## src/verilog/slr_pkg.sv

```systemverilog
`default_nettype none
package slr_pkg;
    localparam logic [15:0] BASE_BLOCKING    = 16'h0200;
    localparam logic [15:0] BASE_NONBLOCKING = 16'h0300;
    localparam logic [15:0] OFF_STATUS_ONE   = 16'h0044;
    localparam logic [15:0] OFF_STATUS_TWO   = 16'h0045;
    localparam logic [15:0] OFF_DATA         = 16'h0047;

    localparam int S1_FULL  = 5;
    localparam int S1_IDLE  = 4;
    localparam int S1_FE    = 1;
    localparam int S1_PF    = 0;
    localparam int S2_BRK   = 7;
    localparam int S2_EDGE  = 6;
    localparam int S2_INV   = 4;
    localparam int S2_STANDBY_IDLE_WAKE_SEL = 3;
    localparam int S2_LONG_BREAK_SEL = 2;
    localparam int S2_BREAK_DETECT_ENABLE = 1;
    localparam int S2_RAF   = 0;

    localparam logic       RESET_CTRL      = 1'h0;
    localparam logic [3:0] MID_TICK        = 4'h7;
    localparam logic [3:0] LAST_TICK       = 4'hF;
    localparam logic [3:0] RX_BRK_SHORT    = 4'hA;
    localparam logic [3:0] RX_BRK_LONG     = 4'hB;
    localparam logic [3:0] IDLE_BITS_8     = 4'hA;
    localparam logic [3:0] IDLE_BITS_9     = 4'hB;
    localparam logic [4:0] TX_BRK_SHORT    = 5'h0A;
    localparam logic [4:0] TX_BRK_LONG     = 5'h0D;
    localparam logic [3:0] LAST_BIT_8      = 4'h7;
    localparam logic [3:0] LAST_BIT_9      = 4'h8;

    typedef enum logic [3:0] {
        SLR_RX_IDLE  = 4'h1,
        SLR_RX_START = 4'h2,
        SLR_RX_DATA  = 4'h4,
        SLR_RX_STOP  = 4'h8
    } slr_rx_state_t;

    function automatic logic addr_hit(input logic [15:0] addr, input logic [15:0] off);
        addr_hit = (addr == BASE_BLOCKING + off) || (addr == BASE_NONBLOCKING + off);
    endfunction

    function automatic logic [4:0] tx_break_len(input logic long_sel, input logic nine);
        tx_break_len = (long_sel ? TX_BRK_LONG : TX_BRK_SHORT) + {4'h0, nine};
    endfunction
endpackage
`default_nettype wire

```

## src/verilog/slr_rx_frame.sv

```systemverilog
`default_nettype none
module slr_rx_frame (
    input  wire logic       clk,
    input  wire logic       reset,
    input  wire logic       sample_tick,
    input  wire logic       rx_line,
    input  wire logic       nine_bit_mode,
    input  wire logic       long_break,
    output logic            char_done,
    output logic            stop_bad,
    output logic [8:0]      char_bits,
    output logic            break_pulse,
    output logic            idle_pulse,
    output logic            rx_busy
);
    import slr_pkg::*;

    typedef struct packed {
        slr_rx_state_t state;
        logic [3:0]    tick;
        logic [3:0]    bit_idx;
        logic [8:0]    bits;
        logic          done;
        logic          stop_bad;
        logic [3:0]    low_ticks;
        logic [3:0]    low_bits;
        logic          brk;
        logic          active;
        logic [3:0]    high_ticks;
        logic [3:0]    high_bits;
        logic          idle;
    } slr_frame_t;

    slr_frame_t st;
    slr_frame_t next_st;
    logic [3:0] brk_thresh;
    logic [3:0] idle_len;

    assign brk_thresh = long_break ? RX_BRK_LONG : RX_BRK_SHORT;
    assign idle_len   = nine_bit_mode ? IDLE_BITS_9 : IDLE_BITS_8;

    always_comb
    begin
        next_st       = st;
        next_st.done  = 1'b0;
        next_st.brk   = 1'b0;
        next_st.idle  = 1'b0;
        if (sample_tick)
        begin
            case (st.state)
                SLR_RX_IDLE:
                begin
                    next_st.tick = 4'h0;
                    if (!rx_line)
                        next_st.state = SLR_RX_START;
                end
                SLR_RX_START:
                begin
                    next_st.tick = st.tick + 4'h1;
                    if (st.tick == MID_TICK)
                    begin
                        next_st.tick    = 4'h0;
                        next_st.bit_idx = 4'h0;
                        next_st.state   = rx_line ? SLR_RX_IDLE : SLR_RX_DATA;
                    end
                end
                SLR_RX_DATA:
                begin
                    next_st.tick = st.tick + 4'h1;
                    if (st.tick == LAST_TICK)
                    begin
                        next_st.bits[st.bit_idx] = rx_line;
                        next_st.bit_idx          = st.bit_idx + 4'h1;
                        if (st.bit_idx == (nine_bit_mode ? LAST_BIT_9 : LAST_BIT_8))
                            next_st.state = SLR_RX_STOP;
                    end
                end
                SLR_RX_STOP:
                begin
                    next_st.tick = st.tick + 4'h1;
                    if (st.tick == LAST_TICK)
                    begin
                        next_st.done     = 1'b1;
                        next_st.stop_bad = !rx_line;
                        if (!nine_bit_mode)
                            next_st.bits[8] = 1'b0;
                        next_st.state = SLR_RX_IDLE;
                    end
                end
                default: next_st.state = SLR_RX_IDLE;
            endcase
            // low run length, counted apart from framing so a break spans frames
            if (!rx_line)
            begin
                next_st.active     = 1'b1;
                next_st.high_ticks = 4'h0;
                next_st.high_bits  = 4'h0;
                next_st.low_ticks  = st.low_ticks + 4'h1;
                if (st.low_ticks == LAST_TICK && st.low_bits != LAST_TICK)
                begin
                    next_st.low_bits = st.low_bits + 4'h1;
                    next_st.brk      = (st.low_bits + 4'h1) == brk_thresh;
                end
            end
            else
            begin
                next_st.low_ticks  = 4'h0;
                next_st.low_bits   = 4'h0;
                next_st.high_ticks = st.high_ticks + 4'h1;
                if (st.high_ticks == LAST_TICK && st.active)
                begin
                    next_st.high_bits = st.high_bits + 4'h1;
                    if ((st.high_bits + 4'h1) == idle_len)
                    begin
                        next_st.idle   = 1'b1;
                        next_st.active = 1'b0;
                    end
                end
            end
        end
    end

    always_ff @(posedge clk or posedge reset)
    begin
        if (reset)
        begin
            st       <= '0;
            st.state <= SLR_RX_IDLE;
        end
        else
            st <= next_st;
    end

    assign char_done   = st.done;
    assign stop_bad    = st.stop_bad;
    assign char_bits   = st.bits;
    assign break_pulse = st.brk;
    assign idle_pulse  = st.idle;
    assign rx_busy     = st.state != SLR_RX_IDLE;
endmodule
`default_nettype wire

```

## src/verilog/slr_rx_status_lin.sv

```systemverilog
`default_nettype none
module slr_rx_status_lin (
    input  wire logic        clk,
    input  wire logic        reset,
    input  wire logic        sample_tick,
    input  wire logic        rx_pin,
    input  wire logic        nine_bit_mode,
    input  wire logic        parity_check_on,
    input  wire logic        parity_odd,
    input  wire logic        rx_standby,
    input  wire logic        tx_break_req,
    input  wire logic [15:0] reg_addr,
    input  wire logic        reg_rd,
    input  wire logic        reg_wr,
    input  wire logic [7:0]  reg_wdata,
    output logic [7:0]       reg_rdata,
    output logic             framing_error_flag,
    output logic             parity_error_flag,
    output logic             rx_full_flag,
    output logic             idle_flag,
    output logic             break_seen_flag,
    output logic             rx_edge_flag,
    output logic             tx_break_line
);
    import slr_pkg::*;

    typedef struct packed {
        logic       framing_error_flag;
        logic       parity_error_flag;
        logic       rx_full_flag;
        logic       idle_flag;
        logic       break_seen_flag;
        logic       rx_edge_flag;
        logic       rx_polarity_flip;
        logic       standby_idle_wake_sel;
        logic       long_break_sel;
        logic       break_detect_enable;
        logic       arm_fe;
        logic       arm_pf;
        logic       arm_full;
        logic       arm_idle;
        logic [8:0] data;
        logic [7:0] rdata;
        logic       line_prev;
        logic       tx_brk;
        logic [3:0] tx_tick;
        logic [4:0] tx_bits;
    } slr_state_t;

    slr_state_t st;
    slr_state_t next_st;
    logic       line;
    logic       char_done;
    logic       stop_bad;
    logic [8:0] char_bits;
    logic       break_pulse;
    logic       idle_pulse;
    logic       rx_busy;
    logic       rd_s1;
    logic       rd_s2;
    logic       rd_dat;
    logic       wr_s2;
    logic [4:0] brk_len;

    function automatic logic parity_bad(input logic [8:0] b, input logic nine, input logic odd);
        parity_bad = (^b[7:0]) ^ (nine & b[8]) ^ odd;
    endfunction

    assign line    = rx_pin ^ st.rx_polarity_flip;
    assign rd_s1   = reg_rd && addr_hit(reg_addr, OFF_STATUS_ONE);
    assign rd_s2   = reg_rd && addr_hit(reg_addr, OFF_STATUS_TWO);
    assign rd_dat  = reg_rd && addr_hit(reg_addr, OFF_DATA);
    assign wr_s2   = reg_wr && addr_hit(reg_addr, OFF_STATUS_TWO);
    assign brk_len = tx_break_len(st.long_break_sel, nine_bit_mode);

    slr_rx_frame u_frame (
        .clk           (clk),
        .reset         (reset),
        .sample_tick   (sample_tick),
        .rx_line       (line),
        .nine_bit_mode (nine_bit_mode),
        .long_break    (st.break_detect_enable),
        .char_done     (char_done),
        .stop_bad      (stop_bad),
        .char_bits     (char_bits),
        .break_pulse   (break_pulse),
        .idle_pulse    (idle_pulse),
        .rx_busy       (rx_busy)
    );

    always_comb
    begin
        next_st           = st;
        next_st.line_prev = line;
        // reads: first step of the clear sequences arms what is set now
        if (rd_s1)
        begin
            next_st.arm_fe   = st.framing_error_flag;
            next_st.arm_pf   = st.parity_error_flag;
            next_st.arm_full = st.rx_full_flag;
            next_st.arm_idle = st.idle_flag;
            next_st.rdata    = 8'h00;
            next_st.rdata[S1_FULL] = st.rx_full_flag;
            next_st.rdata[S1_IDLE] = st.idle_flag;
            next_st.rdata[S1_FE]   = st.framing_error_flag;
            next_st.rdata[S1_PF]   = st.parity_error_flag;
        end
        else if (rd_s2)
        begin
            next_st.rdata           = 8'h00;
            next_st.rdata[S2_BRK]   = st.break_seen_flag;
            next_st.rdata[S2_EDGE]  = st.rx_edge_flag;
            next_st.rdata[S2_INV]   = st.rx_polarity_flip;
            next_st.rdata[S2_STANDBY_IDLE_WAKE_SEL] = st.standby_idle_wake_sel;
            next_st.rdata[S2_LONG_BREAK_SEL] = st.long_break_sel;
            next_st.rdata[S2_BREAK_DETECT_ENABLE] = st.break_detect_enable;
            next_st.rdata[S2_RAF]   = rx_busy;
        end
        else if (rd_dat)
        begin
            next_st.rdata = st.data[7:0];
            if (st.arm_fe)
                next_st.framing_error_flag = 1'b0;
            if (st.arm_pf)
                next_st.parity_error_flag = 1'b0;
            if (st.arm_full)
                next_st.rx_full_flag = 1'b0;
            if (st.arm_idle)
                next_st.idle_flag = 1'b0;
            next_st.arm_fe   = 1'b0;
            next_st.arm_pf   = 1'b0;
            next_st.arm_full = 1'b0;
            next_st.arm_idle = 1'b0;
        end
        else if (reg_rd)
            next_st.rdata = 8'h00;
        if (wr_s2)
        begin
            if (reg_wdata[S2_BRK])
                next_st.break_seen_flag = 1'b0;
            if (reg_wdata[S2_EDGE])
                next_st.rx_edge_flag = 1'b0;
            next_st.rx_polarity_flip      = reg_wdata[S2_INV];
            next_st.standby_idle_wake_sel = reg_wdata[S2_STANDBY_IDLE_WAKE_SEL];
            next_st.long_break_sel        = reg_wdata[S2_LONG_BREAK_SEL];
            next_st.break_detect_enable   = reg_wdata[S2_BREAK_DETECT_ENABLE];
        end
        // hardware sets come last so a set in the clearing cycle wins
        if (st.line_prev && !line)
            next_st.rx_edge_flag = 1'b1;
        if (char_done && !st.break_detect_enable)
        begin
            next_st.rx_full_flag = 1'b1;
            next_st.data         = char_bits;
            if (stop_bad)
                next_st.framing_error_flag = 1'b1;
            if (parity_check_on && parity_bad(char_bits, nine_bit_mode, parity_odd))
                next_st.parity_error_flag = 1'b1;
        end
        if (break_pulse && st.break_detect_enable)
            next_st.break_seen_flag = 1'b1;
        if (idle_pulse && (!rx_standby || st.standby_idle_wake_sel))
            next_st.idle_flag = 1'b1;
        // transmitted break, timed in oversample ticks
        if (tx_break_req && !st.tx_brk)
        begin
            next_st.tx_brk  = 1'b1;
            next_st.tx_tick = 4'h0;
            next_st.tx_bits = 5'h00;
        end
        else if (st.tx_brk && sample_tick)
        begin
            next_st.tx_tick = st.tx_tick + 4'h1;
            if (st.tx_tick == LAST_TICK)
            begin
                next_st.tx_bits = st.tx_bits + 5'h01;
                if ((st.tx_bits + 5'h01) == brk_len)
                    next_st.tx_brk = 1'b0;
            end
        end
    end

    always_ff @(posedge clk or posedge reset)
    begin
        if (reset)
        begin
            st           <= '0;
            st.line_prev <= ~RESET_CTRL;
        end
        else
            st <= next_st;
    end

    assign reg_rdata          = st.rdata;
    assign framing_error_flag = st.framing_error_flag;
    assign parity_error_flag  = st.parity_error_flag;
    assign rx_full_flag       = st.rx_full_flag;
    assign idle_flag          = st.idle_flag;
    assign break_seen_flag    = st.break_seen_flag;
    assign rx_edge_flag       = st.rx_edge_flag;
    assign tx_break_line      = st.tx_brk;

    // checking helpers
    logic [8:0] brk_ticks;
    always_ff @(posedge clk or posedge reset)
    begin
        if (reset)
            brk_ticks <= 9'h000;
        else if (tx_break_req && !st.tx_brk)
            brk_ticks <= 9'h000;
        else if (st.tx_brk && sample_tick)
            brk_ticks <= brk_ticks + 9'h001;
    end
endmodule
`default_nettype wire
```

## config.mk

```make
export PLATFORM = sky130hd
export DESIGN_NAME = slr_rx_status_lin
export DESIGN_NICKNAME = d
export VERILOG_FILES = /design/src/verilog/slr_pkg.sv /design/src/verilog/slr_rx_frame.sv /design/src/verilog/slr_rx_status_lin.sv
export SDC_FILE = /design/constraint.sdc
export NUM_CORES = 1
export LEC_CHECK = 0
export BUFFER_PORTS_ARGS = -buffer_cell sky130_fd_sc_hd__buf_2
export CAP_MARGIN = 10
export CELL_PAD_IN_SITES_DETAIL_PLACEMENT = 1
export CELL_PAD_IN_SITES_GLOBAL_PLACEMENT = 2
export CORE_UTILIZATION = 41
export CTS_CLUSTER_SIZE = 25
export DETAILED_ROUTE_END_ITERATION = 10
export PLACE_DENSITY = 0.86
export SLEW_MARGIN = 30
export SYNTH_ARGS = -nofsm -noshare
export SYNTH_HDL_FRONTEND = slang
export SYNTH_SLANG_ARGS = --single-unit
```

## constraint.sdc

```tcl
create_clock -name clk -period 7.5 [get_ports clk]
set_input_delay 0.75 -clock clk [delete_from_list [all_inputs] [get_ports clk]]
set_output_delay 0.75 -clock clk [all_outputs]
set_load 0.005 [all_outputs]
```

==> results of run 1 <==
-- routing by layer --
layer / vias to the layer above / GRT usage [%] / wire length [um]
met5: - / 0 / 0
met4: 0 / 5.33 / 107
met3: 7 / 4.21 / 197
met2: 25 / 34.1 / 5120
met1: 1720 / 26.4 / 4870
li1: 1626 / - / -
-- cells in the mapped netlist (3+ instances only) --
| library cell | n | area share (%) |
|---|---|---|
| a21oi_1 | 16 | 1.8 |
| mux2_1 | 5 | 1.3 |
| nor2_1 | 20 | 1.7 |
| nor2b_1 | 7 | 1.0 |
| clkbuf_1 | 10 | 0.86 |
| a31oi_1 | 7 | 1.0 |
| and3_1 | 5 | 0.71 |
| xor2_1 | 8 | 1.6 |
| nor3b_1 | 4 | 0.68 |
| nand4b_1 | 5 | 1.0 |
| nor4_1 | 3 | 0.43 |
| o31ai_1 | 4 | 0.68 |
| o21ai_1 | 4 | 0.46 |
| ha_1 | 13 | 3.7 |
| xnor2_1 | 10 | 2.0 |
| nand4_1 | 6 | 0.86 |
| mux2_2 | 19 | 4.9 |
| nand2b_1 | 3 | 0.43 |
| nand3_1 | 18 | 2.1 |
| nand2_1 | 44 | 3.8 |
| o21ai_0 | 46 | 5.2 |
| buf_4 | 9 | 1.5 |
| a22o_1 | 9 | 1.8 |
| dfrtp_1 | 81 | 46 |
| a222oi_1 | 3 | 0.68 |
| nor3_1 | 7 | 0.80 |
| buf_1 | 3 | 0.26 |
| a221o_1 | 4 | 0.91 |
| inv_1 | 15 | 1.3 |
-- power breakdown --
| group | switching (mW) | internal [mW] |
|---|---|---|
| Combinational | 0.0869 | 0.0727 |
| Clock | 0.166 | 0.165 |
| Sequential | 0.0403 | 0.479 |
| Total | 0.293 | 0.716 |
-- worst max-delay path by stage --
stage,cells past startpoint,start,endpoint
6_report,6,sample_tick,u_frame.char_bits[4]$_DFFE_PP0P_
5_1_grt,6,reg_addr[12],parity_error_flag$_DFF_PP0_
4_1_cts,6,sample_tick,u_frame.char_bits[4]$_DFFE_PP0P_
3_5_place_dp,6,sample_tick,u_frame.char_bits[7]$_DFFE_PP0P_
3_3_place_gp,6,sample_tick,u_frame.char_bits[4]$_DFFE_PP0P_
2_1_floorplan,1,reset,break_seen_flag$_DFFE_PP0P_
-- critical path, cell delays in order --
cell	delay [ps]
buf_2	440
nor3b_1	300
o2111ai_2	330
nor2_2	340
nand4b_1	160
mux2_1	350
-- through the flow --
| step | hold slack, ps | instances | util [%] | power (mW) | instance area [um2] |
|---|---|---|---|---|---|
| after global placement | 464 | 590 | 45.0 | 0.676 | 4660 |
| final | 470 | 606 | 47.0 | 1.01 | 4870 |
| after detailed placement | 460 | 590 | 45.0 | 0.689 | 4670 |
| after floorplan | 449 | 431 | - | 0.644 | 4390 |
| after global routing | 487 | 606 | 47.0 | 1.07 | 4870 |
| after CTS | 474 | 606 | 47.0 | 1.02 | 4870 |
-- logic make-up after synthesis --
| family | after synthesis | share of synthesized area, % |
|---|---|---|
| AOI/OAI and AO/OA | 108 | 15.7 |
| muxes | 24 | 6.16 |
| and+or+nand+nor | 145 | 19.0 |
| buffers and inverters | 40 | 4.42 |
| DFF | 83 | 47.4 |
| xor gates and xnor gates | 18 | 3.59 |
| adders and majority gates | 13 | 3.71 |
-- state kept, by name (all words and copies together), names as in the netlist --
| name | cells |
|---|---|
| framing_error_flag | 1 |
| u_frame.char_bits | 9 |
| parity_error_flag | 1 |
| rx_full_flag | 1 |
| u_frame.idle_pulse | 1 |
| u_frame.break_pulse | 1 |
| rx_edge_flag | 1 |
| u_frame.char_done | 1 |
| reg_rdata | 8 |
| tx_break_line | 1 |
| u_frame.stop_bad | 1 |
| st | 26 |
| u_frame.st | 29 |
| break_seen_flag | 1 |
| idle_flag | 1 |
-- layout make-up --
cell class                      instances  area, um2  area share, %
Multi-Input combinational cell        308       2110           43.4
Sequential cell                        83       2080           42.7
Timing Repair Buffer                   48        249           5.11
Tap cell                              136        170           3.49
Clock buffer                           11        141           2.90
Clock inverter                          5       60.1           1.23
Inverter                               15       57.6           1.18
==> results.py, run 1 <==
metrics = {
    "run_status": {
        "status": "complete, no violations",
    },
    "timing": {
        "maxClockFrequency_ghz": 0.406,
        "report.final.slew_viol_count": 0,
        "min_period_ps": 2460,
        "fin_crit_sh_pct": 32.8,
        "finalSetupTns_ps": 0,
        "fin_skew_ps": 13.4,
        "worstMarginPinSlew_ps": 876,
        "rsz0062_at_grt": "no",
        "relSlewSlack_pct": 41.4,
        "worst_slack_ps": 5040,
        "setup_viol": 0,
        "finalHoldViolCount": 0,
    },
    "global_route": {
        "overflow": 0,
        "grt_use_total_pct": 20.2,
        "antenna_found_initial": 0,
        "grt_pass1_vias": 3553,
        "grt_start_max_net_pins": 84,
        "grt_pass1_wl_um": 17800,
    },
    "logic_synthesis": {
        "synthArstFlopShare_pct": 100,
        "netlist_area_mm2": 0.00439,
        "synthFlopType": "dfrtp_1",
        "ys_warn_count": 0,
        "syn-num-nets": 479,
        "synth_seq_cells": 83,
        "ys_seq_area_share_pct": 47.4,
        "avgSynthCellArea_um2": 10.2,
        "synth_edf_count": 0,
        "synth_cell_type_count": 61,
        "postSynthCellCount": 431,
    },
    "place": {
        "place_congestion": 0.844,
        "io_buffers": 46,
        "dpl.hpwl_um": 7340,
        "place_worst_setup_slack_ps": 4650,
    },
    "floorplan": {
        "design.core.area_mm2": 0.0104,
        "ios": 50,
        "die_h_um": 105,
        "rows": 37,
        "die-area_mm2": 0.0111,
        "dieWidth_um": 105,
        "start_util_pct": 42.3,
    },
    "routing": {
        "drtAntennaViolNets": 0,
        "route.detailed.drc": 0,
        "dr.first_iter.drc_count": 122,
        "num_vias": 3378,
        "first_pass_iters": 6,
        "viasPerCell": 5.57,
        "drt-total-wl_um": 10300,
        "wl_per_cell_um": 17.0,
    },
    "pwr": {
        "max-vdd-ir-drop_mv": 0.109,
        "power_density_mw_per_mm2": 207,
        "leakage_nw": 2.27,
    },
    "cells_and_area": {
        "drive_gt1_share_pct": 21.3,
        "final_common_cell": "dfrtp_1",
        "finalNetCount": 513,
        "fillers": 1196,
        "final_cell_mix": "dfrtp_1, o21ai_0, buf_2",
        "diodes": 0,
        "area_delta_synth_final_pct": 11.0,
    },
    "clock_tree": {
        "cts_made_buffers": 9,
        "holdBufCountCts": 0,
        "cts_resized": 0,
        "clock_latency_ps": 350,
        "clkSlewWorstSetupHoldPaths_ps": 90,
        "cts_buffer_depth": 2,
        "cts_root_buf": "clkbuf_8",
        "postCtsSetupBuffers": 0,
        "clkSinkCount": 83,
        "tritoncts": "built",
        "ctsHtreeMaxLevel": 3,
    },
    "worst_setup_path": {
        "rr_endpoint": "u_frame.char_bits[4]$_DFFE_PP0P_",
        "worstPathArrival_ps": 2680,
        "critical_path_class": "input pin to flop",
        "crit_fanout": 32,
        "timing.rr.start": "u_frame.st[39]$_DFFE_PP0P_",
        "critPathRequiredTime_ps": 7720,
        "setup.worst_path.start_class": "input pin",
        "cp-end-kind": "flop",
        "rr_worst_depth": 5,
        "r2r_slack_ps": 5320,
    },
    "worst_hold_path": {
        "min_path_cells": 1,
        "hold_path.class": "flop to flop",
        "hp-start": "u_frame.idle_pulse$_DFF_PP0_",
        "min_to": "idle_flag$_DFFE_PP0P_",
    },
    "flow_run": {
        "cap_violations": 0,
    },
}
No activity file was read; power rests on OpenSTA's default activity.
==> run 2, diff against run 1 <==
ABC_AREA = 1   (was not set)
CORE_UTILIZATION = 32   (was 41)
PLACE_DENSITY = 0.76   (was 0.86)
clock period = 2.23 ns   (was 7.5 ns; I/O delays follow)
==> run 2 against run 1 <==
- first-iteration DRC count down 20%
- core utilization down 9.0 points
- synthesized cell count up 35%
- wire length up 16%
- largest cell class unchanged
==> results.py, run 2 <==
metrics = {
    "run_status": {
        "status": "complete, no violations",
    },
    "pwr": {
        "power_density_mw_per_mm2": 768,
        "clockPowerShare_pct": 36.9,
        "leakage_nw": 2.76,
        "power.share.sequential_pct": 43.3,
        "p_total_mw": 4.24,
        "pwr-share-comb_pct": 19.8,
        "max-vdd-ir-drop_mv": 0.420,
        "netSwitchingPower_mw": 1.35,
        "swShare_pct": 31.8,
        "internal-power_mw": 2.89,
    },
    "global_route": {
        "grt_pass1_wl_um": 20000,
        "grt_pass1_vias": 4093,
        "overflow": 0,
        "grt_start_max_net_pins": 34,
        "grt_use_total_pct": 17.3,
        "antenna_found_initial": 0,
    },
    "logic_synthesis": {
        "netlist_area_mm2": 0.00476,
        "synth_cell_type_count": 37,
        "ys_seq_area_share_pct": 43.7,
        "avgSynthCellArea_um2": 8.18,
        "synthFlopType": "dfrtp_1",
        "synthArstFlopShare_pct": 100,
        "ys_warn_count": 0,
        "synth_seq_cells": 83,
        "ys_top_cells_by_area": "dfrtp_1, nand2_1, nand3_1, inv_1, ha_1",
        "synth_edf_count": 0,
        "ys_top_cells_by_count": "nand2_1, dfrtp_1, inv_1",
        "syn-num-nets": 630,
        "yosysTopAreaCell": "dfrtp_1",
        "postSynthCellCount": 582,
        "post-synth-top-count-cell": "nand2_1",
        "synth_top_area_share_pct": 42.6,
    },
    "timing": {
        "report.final.slew_viol_count": 0,
        "setup_viol": 0,
        "fin_skew_ps": 8.91,
        "rsz0062_at_grt": "no",
        "finalSetupTns_ps": 0,
        "fin_crit_sh_pct": 73.6,
        "worstMarginPinSlew_ps": 699,
        "min_period_ps": 1640,
        "relSlewSlack_pct": 53.3,
        "finalHoldViolCount": 0,
        "maxClockFrequency_ghz": 0.610,
    },
    "worst_setup_path": {
        "rr_worst_depth": 5,
        "rr_endpoint": "u_frame.st[14]$_DFFE_PP0P_",
        "critical_path_class": "flop to flop",
        "timing.rr.start": "u_frame.st[11]$_DFFE_PP0P_",
        "crit_path_end": "u_frame.st[14]$_DFFE_PP0P_",
        "slowest_stage": "dfrtp_1",
        "r2r_slack_ps": 590,
        "worstSetupStartpoint": "u_frame.st[11]$_DFFE_PP0P_",
        "crit_path_frequent_cell": "o21ai_0",
        "setup.worst_path.start_class": "flop",
        "cpPeakStageDelay_ps": 450,
        "cp-end-kind": "flop",
        "critPathRequiredTime_ps": 2440,
        "worstPathArrival_ps": 1850,
        "crit_fanout": 6,
        "cp_cell_sequence": "ha_1 -> nand3_1 -> nand4_1 -> o21ai_0 -> o21ai_0",
    },
    "cells_and_area": {
        "largest-register": "u_frame.st",
        "diodes": 0,
        "final_common_cell": "nand2_1",
        "fillers": 1772,
        "largest_register_ff_count": 29,
        "drive_gt1_share_pct": 20.4,
        "final_cell_mix": "nand2_1, dfrtp_1, inv_1",
        "finalNetCount": 680,
        "area_delta_synth_final_pct": 15.8,
    },
    "routing": {
        "wl_per_cell_um": 14.5,
        "viasPerCell": 4.82,
        "num_vias": 3955,
        "first_pass_iters": 4,
        "drtAntennaViolNets": 0,
        "drt-total-wl_um": 11900,
        "route.detailed.drc": 0,
        "dr.first_iter.drc_count": 98,
    },
    "floorplan": {
        "rows": 44,
        "ios": 50,
        "die-area_mm2": 0.0154,
        "design.core.area_mm2": 0.0145,
        "die_h_um": 124,
        "start_util_pct": 32.8,
        "dieWidth_um": 124,
    },
    "clock_tree": {
        "cts_resized": 0,
        "cts_made_buffers": 9,
        "clkSinkCount": 83,
        "cts_buffer_depth": 2,
        "clock_latency_ps": 350,
        "ctsHtreeMaxLevel": 3,
        "clkSlewWorstSetupHoldPaths_ps": 70,
        "tritoncts": "built",
        "cts_root_buf": "clkbuf_16",
        "postCtsSetupBuffers": 0,
    },
    "worst_hold_path": {
        "hold_path.class": "input pin to flop",
        "hp-start": "reg_wdata[2]",
    },
    "flow_run": {
        "cap_violations": 0,
    },
    "place": {
        "dpl.hpwl_um": 9250,
        "place_congestion": 0.766,
        "io_buffers": 47,
    },
}
==> run 2: cell types whose count changed in the layout (fill, tap and decap cells not counted), moves of 10 or more <==
cell	previous run	this run
inv_2	0	10
nand4_1	6	20
nand2_1	44	150
nor2_1	20	39
inv_1	14	64
mux2_2	19	2
o21ai_0	46	21
nand3_1	18	50
o21ai_1	4	19
==> run 2: stage by stage <==
step           worst slack [ps]  area (um2)  hold slack, ps  std cells  util [%]
2_1_floorplan               885        4770             343        582         -
3_3_place_gp                666        5200             361        804      35.8
3_5_place_dp                571        5200             365        804      35.8
4_1_cts                     593        5520            81.0        821      38.0
5_1_grt                     481        5520            79.6        821      38.0
6_report                    590        5520            94.1        821      38.0
==> run 2: area by class of cell <==
type	count	area [um2]	area share, %
multi-input combinational	411	2310	41.9
sequential	83	2080	37.7
timing repair buffer	51	293	5.31
inverter	76	292	5.28
clock buffer	10	239	4.33
tap	184	230	4.17
clock inverter	6	71.3	1.29
==> run 2: cells by family (layout without fill, tap and decap cells) <==
logic type / after synthesis / count (layout) / synth area share [%]
AOI/OAI and AO/OA: 64 / 64 / 7.46
xor gates and xnor gates: 16 / 16 / 2.94
adders and majority gates: 13 / 13 / 3.42
buffers and inverters: 88 / 143 / 7.78
DFF: 83 / 83 / 43.7
muxes: 4 / 4 / 0.893
and+or+nand+nor: 314 / 314 / 33.8
==> run 2: timing repair <==
action / CTS / global route
hold buffers: 1 / 0
endpoints found under the hold margin: 9 / 0
endpoints found under the setup margin: 0 / 0
==> run 2: metal layers <==
metal | global-route usage (%) | up-vias | share of wire [%]
li1 | - | 1980 | -
met3 | 2.88 | 15 | 3.5
met4 | 7.14 | 0 | 1.7
met1 | 21.3 | 1913 | 46
met5 | 0 | - | 0
met2 | 29.9 | 47 | 48
==> run 2: worst min path at each step <==
stage                                end  cells after the start
3_5_place_dp   tx_break_line$_DFFE_PP0P_                      2
5_1_grt               st[33]$_DFFE_PP0P_                      3
3_3_place_gp   tx_break_line$_DFFE_PP0P_                      2
6_report              st[33]$_DFFE_PP0P_                      3
4_1_cts               st[33]$_DFFE_PP0P_                      3
2_1_floorplan         st[32]$_DFFE_PP0P_                      2
==> run 2: worst max-delay path: cells and delay by family, from the launching register on <==
family          cells  cell delay [ps]
compound gates      2              590
fa+ha+maj           1              260
flops               1              450
simple gates        2              210
==> run 2: power groups by stage <==
| stage | clock [mW] | sequential [mW] | combinational, mW |
|---|---|---|---|
| 3_3_place_gp | 0 | 1.85 | 0.823 |
| 3_5_place_dp | 0 | 1.86 | 0.852 |
| 2_1_floorplan | 0 | 1.83 | 0.638 |
| 4_1_cts | 1.62 | 1.84 | 0.858 |
| 5_1_grt | 1.68 | 1.86 | 0.964 |
| 6_report | 1.56 | 1.84 | 0.839 |
